==> src/logic/commutation_pkg.sv <==
// constants for the single-pwm block commutation decoder
// assumes one 25 MHz core clock; no software-visible registers
package commutation_pkg;

  // ****************************************************************
  // clock and timing
  // ****************************************************************
  localparam int CLK_FREQ_KHZ = 25000;
  // supply settle time after gate enable rises, in microseconds
  localparam int SUPPLY_SETTLE_US = 1000;
  localparam int SUPPLY_SETTLE_CYCLES =
    (SUPPLY_SETTLE_US * CLK_FREQ_KHZ + 999) / 1000;
  localparam int SYNC_STAGES = 2;

  // ****************************************************************
  // per-phase drive modes, packed {c, b, a} in the table output
  // ****************************************************************
  localparam int MODE_W = 2;
  localparam logic [1:0] MODE_OFF = 2'h0;
  localparam logic [1:0] MODE_PWM = 2'h1;
  localparam logic [1:0] MODE_LSON = 2'h2;

  // ****************************************************************
  // four-bit table index {a_low, b_high, b_low, c_high}
  // ****************************************************************
  localparam int CODE_W = 4;
  localparam logic [3:0] CODE_STOP = 4'h0;
  localparam logic [3:0] CODE_AC = 4'h2;
  localparam logic [3:0] CODE_BC_AC = 4'h3;
  localparam logic [3:0] CODE_CB = 4'h4;
  localparam logic [3:0] CODE_AB_CB = 4'h5;
  localparam logic [3:0] CODE_AB = 4'h6;
  localparam logic [3:0] CODE_AC_AB = 4'h7;
  localparam logic [3:0] CODE_BA = 4'h8;
  localparam logic [3:0] CODE_CA_BA = 4'h9;
  localparam logic [3:0] CODE_BC = 4'hA;
  localparam logic [3:0] CODE_BA_BC = 4'hB;
  localparam logic [3:0] CODE_CA = 4'hC;
  localparam logic [3:0] CODE_CB_CA = 4'hD;
  localparam logic [3:0] CODE_ALIGN = 4'hE;

  // ****************************************************************
  // synchroniser bit positions
  // ****************************************************************
  localparam int SYNC_W = 9;
  localparam int SB_PWM = 0;
  localparam int SB_CODE0 = 1;
  localparam int SB_CODE1 = 2;
  localparam int SB_CODE2 = 3;
  localparam int SB_DWELL = 4;
  localparam int SB_GATE_EN = 5;
  localparam int SB_PUMP_UV = 6;
  localparam int SB_PUMP_OV = 7;
  localparam int SB_LSD_UV = 8;

  // power sequencer states
  typedef enum logic [3:0] {
    PWR_OFF = 4'h1,
    PWR_RAMP = 4'h2,
    PWR_RUN = 4'h4,
    PWR_FAULT = 4'h8
  } pwr_state_t;

endpackage

==> src/logic/commutation_table.sv <==
// block commutation lookup: four-bit code to per-phase drive mode
// assumes a registered code at the input; output is combinational
`timescale 1ns/1ps
module commutation_table (
  input wire logic [commutation_pkg::CODE_W-1:0] code,
  output logic [3*commutation_pkg::MODE_W-1:0] phase_mode
);

  // ****************************************************************
  // lookup, packed {c, b, a}
  // ****************************************************************
  function automatic logic [5:0] lookup(input logic [3:0] c);
    logic [5:0] m;
    m = {commutation_pkg::MODE_OFF, commutation_pkg::MODE_OFF,
         commutation_pkg::MODE_OFF};
    case (c)
      // six main steps
      commutation_pkg::CODE_AB:
        m = {commutation_pkg::MODE_OFF, commutation_pkg::MODE_LSON,
             commutation_pkg::MODE_PWM};
      commutation_pkg::CODE_CB:
        m = {commutation_pkg::MODE_PWM, commutation_pkg::MODE_LSON,
             commutation_pkg::MODE_OFF};
      commutation_pkg::CODE_CA:
        m = {commutation_pkg::MODE_PWM, commutation_pkg::MODE_OFF,
             commutation_pkg::MODE_LSON};
      commutation_pkg::CODE_BA:
        m = {commutation_pkg::MODE_OFF, commutation_pkg::MODE_PWM,
             commutation_pkg::MODE_LSON};
      commutation_pkg::CODE_BC:
        m = {commutation_pkg::MODE_LSON, commutation_pkg::MODE_PWM,
             commutation_pkg::MODE_OFF};
      commutation_pkg::CODE_AC:
        m = {commutation_pkg::MODE_LSON, commutation_pkg::MODE_OFF,
             commutation_pkg::MODE_PWM};
      // overlap states: union of neighbouring steps
      commutation_pkg::CODE_AB_CB:
        m = {commutation_pkg::MODE_PWM, commutation_pkg::MODE_LSON,
             commutation_pkg::MODE_PWM};
      commutation_pkg::CODE_CB_CA:
        m = {commutation_pkg::MODE_PWM, commutation_pkg::MODE_LSON,
             commutation_pkg::MODE_LSON};
      commutation_pkg::CODE_CA_BA:
        m = {commutation_pkg::MODE_PWM, commutation_pkg::MODE_PWM,
             commutation_pkg::MODE_LSON};
      commutation_pkg::CODE_BA_BC:
        m = {commutation_pkg::MODE_LSON, commutation_pkg::MODE_PWM,
             commutation_pkg::MODE_LSON};
      commutation_pkg::CODE_BC_AC:
        m = {commutation_pkg::MODE_LSON, commutation_pkg::MODE_PWM,
             commutation_pkg::MODE_PWM};
      commutation_pkg::CODE_AC_AB:
        m = {commutation_pkg::MODE_LSON, commutation_pkg::MODE_LSON,
             commutation_pkg::MODE_PWM};
      commutation_pkg::CODE_ALIGN:
        m = {commutation_pkg::MODE_LSON, commutation_pkg::MODE_LSON,
             commutation_pkg::MODE_PWM};
      // stop and unlisted codes keep everything off
      default:
        m = {commutation_pkg::MODE_OFF, commutation_pkg::MODE_OFF,
             commutation_pkg::MODE_OFF};
    endcase
    return m;
  endfunction

  assign phase_mode = lookup(code);

endmodule

==> src/logic/level_sync.sv <==
// two-flop synchroniser for a bus of independent levels
// assumes each bit is a slow level; no bus coherency is implied
`timescale 1ns/1ps
module level_sync #(
  parameter int W = 1
) (
  input wire logic core_clk,
  input wire logic rst,
  input wire logic [W-1:0] async_in,
  output logic [W-1:0] sync_out
);

  logic [W-1:0] meta_ff;
  logic [W-1:0] stable_ff;

  // ****************************************************************
  // first stage feeds only the second stage
  // ****************************************************************
  always_ff @(posedge core_clk or posedge rst)
  begin
    if (rst)
    begin
      meta_ff <= '0;
      stable_ff <= '0;
    end
    else
    begin
      meta_ff <= async_in;
      stable_ff <= meta_ff;
    end
  end

  assign sync_out = stable_ff;

endmodule

==> src/logic/single_pwm_block_commutation.sv <==
// single-pwm input decoder and gate supply sequencer
// assumes all pins arrive from one controller and, apart from freewheel select, the unused phase c low input and
// fault clear, are resynchronised here; supply monitors are comparator levels from the analog side
`timescale 1ns/1ps

// Summary of operation
// pwm on phase a high input sets duty
// any duty 0 to 100 percent passes through
// three select pins form the commutation code
// dwell pin high holds the overlap state
// controller ties dwell low if unused
// phase c low input is ignored
// freewheel select picks active or diode
// active: low side gets inverted pwm
// diode: low side held off on pwm phase
// six steps: pwm, low-side on, off
// overlap codes energise union of neighbours
// align drives a pwm, b c low-sides
// stop code holds all gates low
// pump off until gate enable, then sequenced
// low-side supply off until gate enable
// controller waits 1 ms before switching
// pump under and overvoltage monitored, reported
// low-side supply undervoltage monitored, reported
// unlisted codes act as stop
// inputs synchronised, outputs change together; freewheel select and fault clear bypass the two-stage sync
module single_pwm_block_commutation #(
  parameter int SETTLE_CYCLES = commutation_pkg::SUPPLY_SETTLE_CYCLES
) (
  input wire logic core_clk,
  input wire logic rst,
  input wire logic phase_a_high_input,
  input wire logic phase_a_low_input,
  input wire logic phase_b_high_input,
  input wire logic phase_b_low_input,
  input wire logic phase_c_high_input,
  input wire logic phase_c_low_input,
  input wire logic freewheel_select,
  input wire logic gate_enable,
  input wire logic pump_uv_detect,
  input wire logic pump_ov_detect,
  input wire logic lsd_uv_detect,
  input wire logic fault_clear,
  output logic [2:0] high_side_gate_out,
  output logic [2:0] low_side_gate_out,
  output logic high_side_pump_enable,
  output logic low_side_supply_enable,
  output logic supplies_ready,
  output logic pump_uv_flag,
  output logic pump_ov_flag,
  output logic lsd_uv_flag
);

  localparam int CNT_W = $clog2(SETTLE_CYCLES + 1);

  // ****************************************************************
  // elaboration checks
  // ****************************************************************
  generate
    if (SETTLE_CYCLES < 1)
    begin : g_bad_settle
      $error("settle count must be at least one cycle");
    end
  endgenerate

  // ****************************************************************
  // declarations
  // ****************************************************************
  logic [commutation_pkg::SYNC_W-1:0] raw_in;
  logic [commutation_pkg::SYNC_W-1:0] sync_in;
  logic pwm_s;
  logic step_code_bit0;
  logic step_code_bit1;
  logic step_code_bit2;
  logic dwell_s;
  logic gate_en_s;
  logic pump_uv_s;
  logic pump_ov_s;
  logic lsd_uv_s;
  logic fw_active_ff;
  logic [commutation_pkg::CODE_W-1:0] code_ff;
  logic [commutation_pkg::CODE_W-1:0] nxt_code;
  logic pwm_ff;
  logic [3*commutation_pkg::MODE_W-1:0] phase_mode;
  commutation_pkg::pwr_state_t state_ff;
  commutation_pkg::pwr_state_t nxt_state;
  logic [CNT_W-1:0] settle_cnt_ff;
  logic [CNT_W-1:0] nxt_settle_cnt;
  logic settle_done;
  logic monitor_on;
  logic any_fault;
  logic drive_allowed;
  logic [2:0] nxt_hs;
  logic [2:0] nxt_ls;
  logic [2:0] hs_ff;
  logic [2:0] ls_ff;
  logic pump_en_ff;
  logic lsd_en_ff;
  logic ready_ff;
  logic pump_uv_ff;
  logic pump_ov_ff;
  logic lsd_uv_ff;
  logic nxt_pump_uv;
  logic nxt_pump_ov;
  logic nxt_lsd_uv;

  // ****************************************************************
  // input synchronisation
  // ****************************************************************
  // phase c low input is deliberately not sampled in this mode // R6
  assign raw_in[commutation_pkg::SB_PWM] = phase_a_high_input;
  assign raw_in[commutation_pkg::SB_CODE0] = phase_a_low_input;
  assign raw_in[commutation_pkg::SB_CODE1] = phase_b_high_input;
  assign raw_in[commutation_pkg::SB_CODE2] = phase_b_low_input;
  assign raw_in[commutation_pkg::SB_DWELL] = phase_c_high_input;
  assign raw_in[commutation_pkg::SB_GATE_EN] = gate_enable;
  assign raw_in[commutation_pkg::SB_PUMP_UV] = pump_uv_detect;
  assign raw_in[commutation_pkg::SB_PUMP_OV] = pump_ov_detect;
  assign raw_in[commutation_pkg::SB_LSD_UV] = lsd_uv_detect;

  // every sampled pin but freewheel select and fault clear passes the same two stages, so equal skew
  level_sync #(
    .W(commutation_pkg::SYNC_W)
  ) u_sync (
    .core_clk(core_clk),
    .rst(rst),
    .async_in(raw_in),
    .sync_out(sync_in)
  );

  // named views of the synchronised bus
  assign pwm_s = sync_in[commutation_pkg::SB_PWM];
  assign step_code_bit0 = sync_in[commutation_pkg::SB_CODE0];
  assign step_code_bit1 = sync_in[commutation_pkg::SB_CODE1];
  assign step_code_bit2 = sync_in[commutation_pkg::SB_CODE2];
  assign dwell_s = sync_in[commutation_pkg::SB_DWELL];
  assign gate_en_s = sync_in[commutation_pkg::SB_GATE_EN];
  assign pump_uv_s = sync_in[commutation_pkg::SB_PUMP_UV];
  assign pump_ov_s = sync_in[commutation_pkg::SB_PUMP_OV];
  assign lsd_uv_s = sync_in[commutation_pkg::SB_LSD_UV];

  // ****************************************************************
  // commutation code and pwm capture
  // ****************************************************************
  // dwell bit is part of the index; overlap lasts while it is high
  assign nxt_code = {step_code_bit0, step_code_bit1, step_code_bit2,
                     dwell_s};

  // code, pwm and freewheel choice are held together so a change
  // reaches all six gates on one edge
  always_ff @(posedge core_clk or posedge rst)
  begin
    if (rst)
    begin
      code_ff <= commutation_pkg::CODE_STOP;
      pwm_ff <= 1'b0;
      fw_active_ff <= 1'b0;
    end
    else
    begin
      code_ff <= nxt_code;
      pwm_ff <= pwm_s;
      fw_active_ff <= freewheel_select;
    end
  end

  commutation_table u_table (
    .code(code_ff),
    .phase_mode(phase_mode)
  );

  // ****************************************************************
  // per-phase gate decode
  // ****************************************************************
  // pwm is passed level for level, so 0 and 100 percent both work
  genvar ph;
  generate
    for (ph = 0; ph < 3; ph++)
    begin : g_phase
      logic [commutation_pkg::MODE_W-1:0] mode;
      logic is_pwm;
      logic is_lson;
      assign mode = phase_mode[ph*commutation_pkg::MODE_W +:
                               commutation_pkg::MODE_W];
      assign is_pwm = (mode == commutation_pkg::MODE_PWM);
      assign is_lson = (mode == commutation_pkg::MODE_LSON);
      assign nxt_hs[ph] = drive_allowed & is_pwm & pwm_ff;
      // active freewheel inverts pwm onto the low side, diode holds it
      assign nxt_ls[ph] = drive_allowed &
        (is_lson | (is_pwm & fw_active_ff & ~pwm_ff));
    end
  endgenerate

  // ****************************************************************
  // gate supply power-up sequencer
  // ****************************************************************
  assign settle_done = (settle_cnt_ff == CNT_W'(SETTLE_CYCLES - 1));
  assign any_fault = pump_uv_s | pump_ov_s | lsd_uv_s;
  assign monitor_on = (state_ff == commutation_pkg::PWR_RUN) |
                      (state_ff == commutation_pkg::PWR_FAULT);
  // gates only switch once both supplies have settled and are healthy
  assign drive_allowed = (state_ff == commutation_pkg::PWR_RUN) &
                         ~any_fault;

  // next state; gate enable low always returns to off
  always_comb
  begin
    nxt_state = state_ff;
    nxt_settle_cnt = settle_cnt_ff;
    case (state_ff)
      commutation_pkg::PWR_OFF:
      begin
        nxt_settle_cnt = '0;
        if (gate_en_s)
          nxt_state = commutation_pkg::PWR_RAMP;
      end
      commutation_pkg::PWR_RAMP:
      begin
        // monitors are ignored while the supplies ramp, except pump overvoltage, which is still flagged
        if (!gate_en_s)
          nxt_state = commutation_pkg::PWR_OFF;
        else if (settle_done)
          nxt_state = commutation_pkg::PWR_RUN;
        else
          nxt_settle_cnt = settle_cnt_ff + CNT_W'(1);
      end
      commutation_pkg::PWR_RUN:
      begin
        if (!gate_en_s)
          nxt_state = commutation_pkg::PWR_OFF;
        else if (any_fault)
          nxt_state = commutation_pkg::PWR_FAULT;
      end
      commutation_pkg::PWR_FAULT:
      begin
        // supplies stay on; gates resume once monitors read clean
        if (!gate_en_s)
          nxt_state = commutation_pkg::PWR_OFF;
        else if (!any_fault)
          nxt_state = commutation_pkg::PWR_RUN;
      end
      default:
        nxt_state = commutation_pkg::PWR_OFF;
    endcase
  end

  always_ff @(posedge core_clk or posedge rst)
  begin
    if (rst)
    begin
      state_ff <= commutation_pkg::PWR_OFF;
      settle_cnt_ff <= '0;
    end
    else
    begin
      state_ff <= nxt_state;
      settle_cnt_ff <= nxt_settle_cnt;
    end
  end

  // ****************************************************************
  // sticky supply fault flags
  // ****************************************************************
  // a new detection in the clear cycle wins, so no event is lost
  assign nxt_pump_uv = (monitor_on & pump_uv_s) |
                       (pump_uv_ff & ~fault_clear);
  assign nxt_pump_ov = (pump_en_ff & pump_ov_s) |
                       (pump_ov_ff & ~fault_clear);
  assign nxt_lsd_uv = (monitor_on & lsd_uv_s) |
                      (lsd_uv_ff & ~fault_clear);

  always_ff @(posedge core_clk or posedge rst)
  begin
    if (rst)
    begin
      pump_uv_ff <= 1'b0;
      pump_ov_ff <= 1'b0;
      lsd_uv_ff <= 1'b0;
    end
    else
    begin
      pump_uv_ff <= nxt_pump_uv;
      pump_ov_ff <= nxt_pump_ov;
      lsd_uv_ff <= nxt_lsd_uv;
    end
  end

  // ****************************************************************
  // output registers
  // ****************************************************************
  // supplies follow the sequencer; both off only in the off state
  always_ff @(posedge core_clk or posedge rst)
  begin
    if (rst)
    begin
      hs_ff <= 3'h0;
      ls_ff <= 3'h0;
      pump_en_ff <= 1'b0;
      lsd_en_ff <= 1'b0;
      ready_ff <= 1'b0;
    end
    else
    begin
      hs_ff <= nxt_hs;
      ls_ff <= nxt_ls;
      pump_en_ff <= (nxt_state != commutation_pkg::PWR_OFF);
      lsd_en_ff <= (nxt_state != commutation_pkg::PWR_OFF);
      ready_ff <= (nxt_state == commutation_pkg::PWR_RUN);
    end
  end

  assign high_side_gate_out = hs_ff;
  assign low_side_gate_out = ls_ff;
  assign high_side_pump_enable = pump_en_ff;
  assign low_side_supply_enable = lsd_en_ff;
  assign supplies_ready = ready_ff;
  assign pump_uv_flag = pump_uv_ff;
  assign pump_ov_flag = pump_ov_ff;
  assign lsd_uv_flag = lsd_uv_ff;

endmodule

==> config.mk <==
export PLATFORM = sky130hd
export DESIGN_NAME = single_pwm_block_commutation
export DESIGN_NICKNAME = d
export VERILOG_FILES = /design/src/logic/commutation_pkg.sv /design/src/logic/commutation_table.sv /design/src/logic/level_sync.sv /design/src/logic/single_pwm_block_commutation.sv
export SDC_FILE = /design/constraint.sdc
export NUM_CORES = 1
export LEC_CHECK = 0
export BUFFER_PORTS_ARGS = -buffer_cell sky130_fd_sc_hd__buf_4
export CORE_MARGIN = 3
export CORE_UTILIZATION = 30
export CTS_CLUSTER_DIAMETER = 50
export DETAILED_ROUTE_END_ITERATION = 8
export MAX_ROUTING_LAYER = met4
export PLACE_DENSITY = 0.44
export SLEW_MARGIN = 30
export SYNTH_ARGS = -nofsm -noshare
export SYNTH_HDL_FRONTEND = slang
export SYNTH_SLANG_ARGS = --single-unit
==> constraint.sdc <==
create_clock -name core_clk -period 2.34 [get_ports core_clk]
set_input_delay 0.234 -clock core_clk [delete_from_list [all_inputs] [get_ports core_clk]]
set_output_delay 0.234 -clock core_clk [all_outputs]
set_load 0.02 [all_outputs]
### Yosys cells after proc, flatten, opt, wreduce, memory -nomap -nowiden

Memory sizes are Yosys's and may differ from the RTL's.
Index checks and enable logic that the tools add are counted.

* register bits after elaboration: 54
* memory bits (read-only): 96
* bits of input ports: 14
* memories: 1

Memory list
* (no name shown): words 16, bits a word 6, rd ports 1, clocked after memory_dff 0, write ports 0, line commutation_table.sv:16 `case (c)`

* add/sub/neg operators: 1
* equal/unequal tests: 15
* muxes and demuxes: 11
* bitwise gates (word level): 34
* reductions and logical operators: 2

Operator list (number)
* $mux 15: 2
* $pmux 15 s2: 1
* $mux 4: 7
* $and 1x1->1: 22
* $pmux 4 s4: 1
* $add 15x1->15 const B: 1
* $eq 15x15->1 const B: 1
* $or 1x1->1: 9
* $eq 4x3->1 const B: 2
* $eq 2x1->1 const B: 3
* $eq 2x2->1 const B: 3
* $eq 4x1->1 const B: 1
* $eq 4x2->1 const B: 1
* $eq 4x4->1 const B: 1
* $ne 4x1->1 const B: 1
* $not 1->1: 3
* $reduce_and 3->1: 1
* $ne 2x1->1 const B: 1
* $ne 2x2->1 const B: 1
* $reduce_bool 2->1: 1

### Longest topological paths before layout

Gate-level depths: netlist of the first run.

* depth in word-level cells: 6
* gate-level depth with buffers: 6
* mapped depth without buffers: 6

### Cells and area by module

From an unflattened synthesis of the first run, not the netlist that was laid out.

* cell total of the unflattened synthesis: 191
* area total of the unflattened synthesis: 2243.4 µm²

Modules (own cells, without submodules)
* single_pwm_block_commutation: times used 1, cells each 149, area each 1635.3 µm², seq. area each 902.1 µm²
* level_sync: times used 1, cells each 19, area each 454.2 µm², seq. area each 450.4 µm²
* commutation_table: times used 1, cells each 23, area each 153.9 µm², seq. area each 0.0 µm²

### Worst setup path after synthesis of the first run

OpenSTA, ideal clock, no wires.

* kind: register to register
* start: register state_ff[0]
* end: register settle_cnt_ff[14]
* arrival time: 1896 ps
* slack: 321 ps
* stages on the path, launching flop included: 6
* buffers on the path: 1
* cells stage by stage: dfstp_2 buf_6 or4b_4 or3_1 or3_1 mux2i_1

* longest elaborated chain between the ends: 3
* elaborated cells on any way between the ends: 7

Ends and longest elaborated chain
* from (decl): line single_pwm_block_commutation.sv:85 `commutation_pkg::pwr_state_t state_ff;`
* from (signal assigned): line single_pwm_block_commutation.sv:251 `state_ff <= commutation_pkg::PWR_OFF;`
* from (signal assigned): line single_pwm_block_commutation.sv:256 `state_ff <= nxt_state;`
* $eq 4x2->1 / $eq 4x1->1 (equally long branches): line single_pwm_block_commutation.sv:210 `case (state_ff)`
* $ne 2x1->1 (no line) (tied with other cells)
* $reduce_and 3->1 (no line)
* to (signal assigned): line single_pwm_block_commutation.sv:257 `settle_cnt_ff <= nxt_settle_cnt;`
* to (decl): line single_pwm_block_commutation.sv:87 `logic [CNT_W-1:0] settle_cnt_ff;`

Several ways; a longest one is shown, not always the timed one.
A chain may end at the register's enable or synchronous reset.

### Final worst setup path of the first run

* start: register state_ff[3]
* end: register settle_cnt_ff[14]

Same word-level chain as after synthesis.

==> results.toml, run 1 <==
[clock_tree]
numCtsBuffers = 5
cts.repair.resized = 0
cts_tree = "yes"
cts.root.buffer_cell = "clkbuf_8"
cts_num_sinks = 54
postCtsHoldBufs = 0
post_cts_buffers = 0
h-tree-depth = 2
path_clk_slew_ps = 100
clockBufferDepth = 2
insertion_delay_ps = 300

[setup_path]
cp-end-kind = "flip-flop"
rrSetupSlack_ps = 300
crit_required_ps = 2540
cp.arrival_ps = 2240
crit_fanout = 6
r2r_cells = 4
reg2reg_from = "state_ff[3]$_DFF_PP0_"
startpoint_type = "flip-flop"
r2r-end = "settle_cnt_ff[14]$_DFFE_PP0P_"
critPathKind = "reg2reg"

[synthesis]
ys_top_cells_by_count = "53 x dfrtp_1, 17 x nand2_1, 11 x nor2_1"
synthMostInstantiatedCell = "dfrtp_1"
synth_top_area_frac = 0.593
synth_warnings = 0
synth_area_leaders = "dfrtp_1 59%, nand2_1 2.9%, ha_1 2.8%"
synth-async-reset-ratio = 1.00
synth_area_leader_cell = "dfrtp_1"
synth_edf_count = 0
syn_nets = 217
avgSynthCellArea_um2 = 11.3
ys_ff_latch = 54
syn_inst = 198
synth.distinct_cells = 41
syn_area_um2 = 2240
synth_ff_type = "dfrtp_1"
yosysSeqAreaShare = 0.604

[sta]
worstMarginPinSlew_ps = 665
setup_viol = 0
fin_setup_tns_ps = 0
final_hold_viol_count = 0
slew_violations = 0
clock.fmax_mhz = 490
layout_min_cycle_time_ps = 2040
rsz0062_at_grt = "false"
fin_crit_sh = 0.872
slew_headroom = 0.557
finalClockSkew_ps = 6.49

[drt]
via_count = 1453
drt_wl_total_um = 4060
ant_nets = 0
drtIter0Drc = 36
drt-vias-per-instance = 4.51
drt_pass1_iterations = 4
highest-signal-layer = "met4"
met2WireLength_um = 1830
met1Wirelength_um = 2040
wl_per_cell_um = 12.6
routed-wl-met3_um = 146
drc = 0

[global_routing]
grt_pass1_wl_um = 7120
grt_pass1_vias = 1459
grt_max_degree = 55
grt_use_total = 0.108
overflow = 0
antenna_found_initial = 0

[floorplan]
dieArea_um2 = 8530
start_util = 0.319
core_area_um2 = 7020
rows = 30
io_pins = 26
die_height_um = 92.4
die_x_um = 92.4

[power]
vdd_drop_max_mv = 0.212
p_leak_uw = 0.00121
pwr_density_cell_nw_per_um2 = 710

[hold_path]
hp-class = "in2reg"
hold_end = "u_sync.meta_ff[8]$_DFF_PP0_"
whs_path_depth = 1
hold_start = "lsd_uv_detect"

[cells_and_area]
layout-drive-gt1-share = 0.195
nets = 244
post-route-util = 0.380
diodes = 0
syn_to_final_growth_pct = 19.2
fill_cells = 695

[placed_design]
hpwl_um = 2760
port_buffers = 24
place_congestion = 0.745

[outcome]
status = "complete, no violations"

[job]
cap_viol_max_count = 0
[state kept, by name (all words and copies together), names as in the netlist, 3 cells and up]
name	flops
high_side_gate_out	3
settle_cnt_ff	15
u_sync.meta_ff	9
low_side_gate_out	3
code_ff	4
state_ff	4
u_sync.sync_out	9
[through the flow]
| stage | power [uW] | setup slack, ps | std cells | instance area, um2 | hold WS [ps] |
|---|---|---|---|---|---|
| after global routing | 1980 | 209 | 322 | 2670 | 8.42 |
| after CTS | 1930 | 284 | 322 | 2670 | 16.3 |
| after detailed placement | 1170 | 289 | 314 | 2530 | 335 |
| final | 1890 | 300 | 322 | 2670 | 27.2 |
| after floorplan | 1110 | 321 | 198 | 2240 | 265 |
| after global placement | 1170 | 299 | 314 | 2530 | 333 |
[worst max-delay path: stages (launching register included)]
cell,delay (ps)
dfrtp_1,440
or4b_4,580
or3_1,420
or3_1,380
mux2i_1,120
[placed cells by master (no fill, tap or decap), types with 3 or more instances in the layout]
cell type	instances
clkbuf_8	6
nand3_1	5
buf_4	28
and4_1	3
a21oi_1	8
xnor2_1	5
o21ai_0	9
and3_1	4
nor4_1	3
mux2i_1	6
nor2_1	11
nor3_1	6
nand4_1	7
and2_1	3
or3_1	7
nand2_1	17
inv_1	8
nor2b_1	4
dfrtp_1	53
ha_1	5
[report_power, final]
group | leakage [uW] | internal (uW) | total (uW) | switching (uW)
clock | 0.0000714 | 456 | 752 | 296
combinational | 0.000442 | 61.3 | 147 | 86.1
sequential | 0.000692 | 967 | 995 | 28.3
total | 0.00121 | 1480 | 1890 | 410
[cell families (layout without fill, tap and decap cells)]
group | after synthesis | in the layout | synth area share
buf+inv | 17 | 45 | 0.0341
fa+ha+maj | 5 | 5 | 0.0279
xor+xnor | 6 | 6 | 0.0235
simple gates | 83 | 83 | 0.210
mux | 7 | 7 | 0.0319
flops | 54 | 54 | 0.604
compound gates | 26 | 26 | 0.0688
[metal layers]
layer  vias up  global-route usage
met5         -                   -
met4         0              0.0408
met3         4              0.0276
met2        23               0.156
met1       685               0.147
li1        741                   -
[final cells by class]
cell class                      count  area, um2  area share
Timing Repair Buffer               28        210      0.0788
Sequential cell                    54       1350       0.507
Clock buffer                        6       82.6      0.0309
Tap cell                           96        120      0.0450
Multi-Input combinational cell    127        810       0.303
Clock inverter                      2       60.1      0.0225
Inverter                            9       33.8      0.0127
[how the worst max path moves through the flow]
stage | from | endpoint
6_report | state_ff[3]$_DFF_PP0_ | settle_cnt_ff[14]$_DFFE_PP0P_
5_1_grt | state_ff[3]$_DFF_PP0_ | settle_cnt_ff[13]$_DFFE_PP0P_
4_1_cts | state_ff[0]$_DFF_PP1_ | settle_cnt_ff[14]$_DFFE_PP0P_
3_5_place_dp | state_ff[0]$_DFF_PP1_ | settle_cnt_ff[13]$_DFFE_PP0P_
3_3_place_gp | state_ff[0]$_DFF_PP1_ | settle_cnt_ff[14]$_DFFE_PP0P_
2_1_floorplan | state_ff[0]$_DFF_PP1_ | settle_cnt_ff[14]$_DFFE_PP0P_
(Power assumes the default switching activity.)
==> run 2: changes to the inputs <==
--- a/config.mk
+++ b/config.mk
@@ -7,11 +7,11 @@
 export LEC_CHECK = 0
 export BUFFER_PORTS_ARGS = -buffer_cell sky130_fd_sc_hd__buf_4
 export CORE_MARGIN = 3
-export CORE_UTILIZATION = 30
+export CORE_UTILIZATION = 50
 export CTS_CLUSTER_DIAMETER = 50
 export DETAILED_ROUTE_END_ITERATION = 8
 export MAX_ROUTING_LAYER = met4
-export PLACE_DENSITY = 0.44
+export PLACE_DENSITY = 0.67
 export SLEW_MARGIN = 30
 export SYNTH_ARGS = -nofsm -noshare
 export SYNTH_HDL_FRONTEND = slang
==> results.toml, run 2 (same netlist as run 1, synthesis figures left out) <==
[hold_path]
hold_end = "u_sync.meta_ff[5]$_DFF_PP0_"
whs_path_depth = 1
hold_start = "gate_enable"
hp-class = "in2reg"

[placed_design]
hpwl_um = 2900
dpl_cell_area_um2 = 2460
port_buffers = 24
place_congestion = 0.882

[setup_path]
crit_required_ps = 2530
critPathKind = "reg2reg"
r2r_cells = 4
startpoint_type = "flip-flop"
rrSetupSlack_ps = 240
cp.arrival_ps = 2290
reg2reg_from = "state_ff[1]$_DFF_PP0_"
r2r-end = "settle_cnt_ff[14]$_DFFE_PP0P_"
cp-end-kind = "flip-flop"
crit_fanout = 10

[sta]
slew_headroom = 0.639
fin_crit_sh = 0.897
clock.fmax_mhz = 476
setup_viol = 0
layout_min_cycle_time_ps = 2100
rsz0062_at_grt = "false"
fin_setup_tns_ps = 0
final_hold_viol_count = 0
worstMarginPinSlew_ps = 541
slew_violations = 0
finalClockSkew_ps = 5.24

[cells_and_area]
final_common_cell = "dfrtp_1"
largest_reg_flops = 15
nets = 244
largest-register = "settle_cnt_ff"
layout-drive-gt1-share = 0.190
layout_common_cells = "53 x dfrtp_1, 27 x buf_4, 17 x nand2_1"
syn_to_final_growth_pct = 14.6
post-route-cell-area_um2 = 2570
diodes = 0

[drt]
via_count = 1529
drt-vias-per-instance = 5.54
drtIter0Drc = 59
drt_wl_total_um = 3940
drc = 0
wl_per_cell_um = 14.3
drt_pass1_iterations = 4
ant_nets = 0

[global_routing]
grt_max_degree = 27
grt_use_total = 0.169
overflow = 0
antenna_found_initial = 0
grt_pass1_wl_um = 6750
grt_pass1_vias = 1558

[floorplan]
die_height_um = 72.9
rows = 23
io_pins = 26
dieArea_um2 = 5320
start_util = 0.540
core_area_um2 = 4140
die_x_um = 72.9

[clock_tree]
cts.root.buffer_cell = "clkbuf_8"
cts_tree = "yes"
h-tree-depth = 2
insertion_delay_ps = 300
clockBufferDepth = 2
cts_num_sinks = 54
cts.repair.resized = 0
numCtsBuffers = 5
path_clk_slew_ps = 90

[power]
pwr_density_cell_nw_per_um2 = 645
vdd_drop_max_mv = 0.293
p_leak_uw = 0.00118

[outcome]
status = "complete, no violations"

[job]
cap_viol_max_count = 0
[run 2: timing repair]
| item | 4_1_cts | 5_1_grt |
|---|---|---|
| hold buffers | 1 | 0 |
| setup endpoints to repair | 0 | 0 |
| hold endpoints to repair | 24 | 0 |
| buffers inserted | 0 | 0 |
[run 2: critical path: stages, from the launching register on]
cell     delay [ps]
dfrtp_1         500
or4b_4          550
or3_1           420
or3_1           390
mux2i_1         140
[run 2: metrics by stage]
step / utilization / instances / setup WS, ps / total power (uW) / hold WS, ps
after floorplan: - / 198 / 321 / 1110 / 265
after global placement: 0.594 / 267 / 334 / 1150 / 304
after detailed placement: 0.594 / 267 / 265 / 1160 / 312
after CTS: 0.619 / 276 / 245 / 1680 / 29.3
after global routing: 0.619 / 276 / 177 / 1740 / 13.0
final: 0.619 / 276 / 240 / 1660 / 34.6
[run 2: area by class of cell]
class                   instances  area, um2
fillers                       359       1580
flip-flops and latches         54       1350
multi-input cells             127        810
repair buffers                 28        213
clock buffers                   6       82.6
well taps                      50       62.6
inverters                       9       33.8
clock inverters                 2       12.5
[run 2: power breakdown]
group	total [uW]	switching, uW	internal (uW)
Sequential	998	31.8	966
Clock	517	280	238
Combinational	140	79.8	60.4
Total	1660	391	1260
[run 2: worst max-delay path by stage]
stage                     startpoint                            end  cells past startpoint  slack [ps]
2_1_floorplan  state_ff[0]$_DFF_PP1_  settle_cnt_ff[14]$_DFFE_PP0P_                      5         320
3_3_place_gp   state_ff[1]$_DFF_PP0_  settle_cnt_ff[14]$_DFFE_PP0P_                      4         330
3_5_place_dp   state_ff[1]$_DFF_PP0_  settle_cnt_ff[14]$_DFFE_PP0P_                      4         260
4_1_cts        state_ff[1]$_DFF_PP0_  settle_cnt_ff[14]$_DFFE_PP0P_                      4         240
5_1_grt        state_ff[1]$_DFF_PP0_  settle_cnt_ff[14]$_DFFE_PP0P_                      4         180
6_report       state_ff[1]$_DFF_PP0_  settle_cnt_ff[14]$_DFFE_PP0P_                      4         240
[run 2: metal layers]
| metal | routed length, um | vias to the layer above | track usage |
|---|---|---|---|
| met5 | 0 | - | - |
| met4 | 29 | 0 | 0.0697 |
| met3 | 165 | 2 | 0.0358 |
| met2 | 2070 | 28 | 0.280 |
| met1 | 1680 | 751 | 0.200 |
| li1 | - | 748 | - |
==> run 3: changes to the inputs <==
--- a/config.mk
+++ b/config.mk
@@ -15,4 +15,5 @@
 export SLEW_MARGIN = 30
 export SYNTH_ARGS = -nofsm -noshare
 export SYNTH_HDL_FRONTEND = slang
+export SYNTH_HIERARCHICAL = 1
 export SYNTH_SLANG_ARGS = --single-unit
==> results.toml, run 3 <==
[outcome]
status = "complete, no violations"

[synthesis]
ys_ff_latch = 54
synth_area_leaders = "dfrtp_1 59%, a21oi_1 2.9%, ha_1 2.8%"
synth_ff_type = "dfrtp_1"
synth.distinct_cells = 48
synth_area_leader_cell = "dfrtp_1"
synthMostInstantiatedCell = "dfrtp_1"
yosysSeqAreaShare = 0.603
synth_top_area_frac = 0.591
avgSynthCellArea_um2 = 11.7
syn_area_um2 = 2240
synth_edf_count = 0
syn_nets = 210
synth-async-reset-ratio = 1.00
synth_warnings = 6
syn_inst = 191
ys_top_cells_by_count = "53 x dfrtp_1, 13 x a21oi_1, 11 x nand2_1"

[sta]
setup_viol = 0
slew_headroom = 0.583
rsz0062_at_grt = "true"
worstMarginPinSlew_ps = 625
finalClockSkew_ps = 5.07
layout_min_cycle_time_ps = 2290
clock.fmax_mhz = 436
final_hold_viol_count = 0
fin_crit_sh = 0.980
slew_violations = 0

[setup_path]
crit_required_ps = 2570
cp.arrival_ps = 2520
crit_path_start = "settle_cnt_ff[10]$_DFFE_PP0P_"
r2r-end = "state_ff[2]$_DFF_PP0_"
cp-end-kind = "flip-flop"
crit_path_end = "state_ff[2]$_DFF_PP0_"
reg2reg_from = "settle_cnt_ff[10]$_DFFE_PP0P_"
crit_fanout = 2
critPathKind = "reg2reg"
r2r_cells = 4
rrSetupSlack_ps = 50
startpoint_type = "flip-flop"

[floorplan]
rows = 23
die_x_um = 73.0
io_pins = 26
core_area_um2 = 4170
die_height_um = 73.0
dieArea_um2 = 5330
start_util = 0.538

[job]
cap_viol_max_count = 0

[global_routing]
antenna_found_initial = 0
grt_pass1_vias = 1527
grt_pass1_wl_um = 7180
grt_use_total = 0.180
grt_max_degree = 37
overflow = 0

[clock_tree]
numCtsBuffers = 5
cts_tree = "yes"
postCtsHoldBufs = 0
clockBufferDepth = 2
insertion_delay_ps = 300
cts.root.buffer_cell = "clkbuf_8"
cts_num_sinks = 54
path_clk_slew_ps = 100
h-tree-depth = 2

[drt]
via_count = 1594
drt_pass1_iterations = 4
drc = 0
drtIter0Drc = 125
drt-vias-per-instance = 5.69
ant_nets = 0
drt_wl_total_um = 4180
wl_per_cell_um = 14.9

[power]
p_leak_uw = 0.00119
vdd_drop_max_mv = 0.401
pwr_density_cell_nw_per_um2 = 629

[placed_design]
placed_cells = 271
place_congestion = 0.788
dpl_cell_area_um2 = 2550
hpwl_um = 3050
port_buffers = 24

[cells_and_area]
largest_reg_flops = 15
post-route-cell-area_um2 = 2680
final_common_cell = "dfrtp_1"
layout_common_cells = "53 x dfrtp_1, 37 x buf_4, 13 x a21oi_1"
nets = 248
largest-register = "settle_cnt_ff"
diodes = 0
layout-drive-gt1-share = 0.257
syn_to_final_growth_pct = 19.4
instances_no_fill = 280
post-route-util = 0.642

[hold_path]
hp-class = "in2async"
==> run 3: cell families after synthesis <==
family,after synthesis,share of synthesized area
and+or+nand+nor,71,0.201
DFF,54,0.603
AOI/OAI and AO/OA,41,0.119
buffers and inverters,16,0.0318
adders and majority gates,5,0.0279
xor gates and xnor gates,2,0.00781
muxes,2,0.00948
==> run 3: worst min-delay path by stage <==
stage,from,endpoint,slack [ps],cells past startpoint
global route,pump_uv_detect,u_sync/meta_ff[6]$_DFF_PP0_,8,1
CTS,rst,u_sync/meta_ff[1]$_DFF_PP0_,20,2
detailed placement,u_sync/meta_ff[6]$_DFF_PP0_,u_sync/sync_out[6]$_DFF_PP0_,330,0
floorplan,rst,u_sync/meta_ff[0]$_DFF_PP0_,170,1
finish,rst,u_sync/meta_ff[2]$_DFF_PP0_,10,2
global placement,u_sync/meta_ff[5]$_DFF_PP0_,u_sync/sync_out[5]$_DFF_PP0_,330,0
==> run 3: layer usage <==
layer  share of wire  GRT usage
met1            0.47      0.251
met2            0.46      0.262
met3           0.052     0.0427
met4           0.012     0.0553
met5               0          -
==> run 3: cell type report <==
type / count / area [um2]
Clock buffer: 5 / 68.8
Clock inverter: 3 / 28.8
Fill cell: 304 / 1490
Inverter: 10 / 37.5
Multi-Input combinational cell: 121 / 851
Sequential cell: 54 / 1350
Tap cell: 50 / 62.6
Timing Repair Buffer: 37 / 278
==> run 3: power by group <==
part | leakage [uW] | internal (uW) | switching (uW)
clock network | 0.0000506 | 224 | 318
registers | 0.000692 | 967 | 26.4
logic | 0.000450 | 64.8 | 83.7
==> run 3: per-stage QoR <==
step                      setup WS [ps]  TNS, ps  power, uW  hold slack, ps
after floorplan                    88.4        0       1100             173
final                              46.5        0       1680            10.9
after detailed placement          -43.4    -43.4       1160             335
after global routing              -8.06    -15.7       1760            8.37
after global placement             40.6        0       1150             333
after CTS                          5.93        0       1700            19.3
==> run 3: timing repair <==
item,CTS,global route
setup buffers,0,1
pin swaps,1,0
gates resized for setup,3,3
hold endpoints to repair,0,0
setup endpoints to repair,2,3
gates cloned,0,0
==> run 3: critical path, cell delays in order, from the launching register on <==
cell and delay, ps:
dfrtp_1 400, or4b_4 540, or4_4 560, or4b_4 510, a211oi_2 220
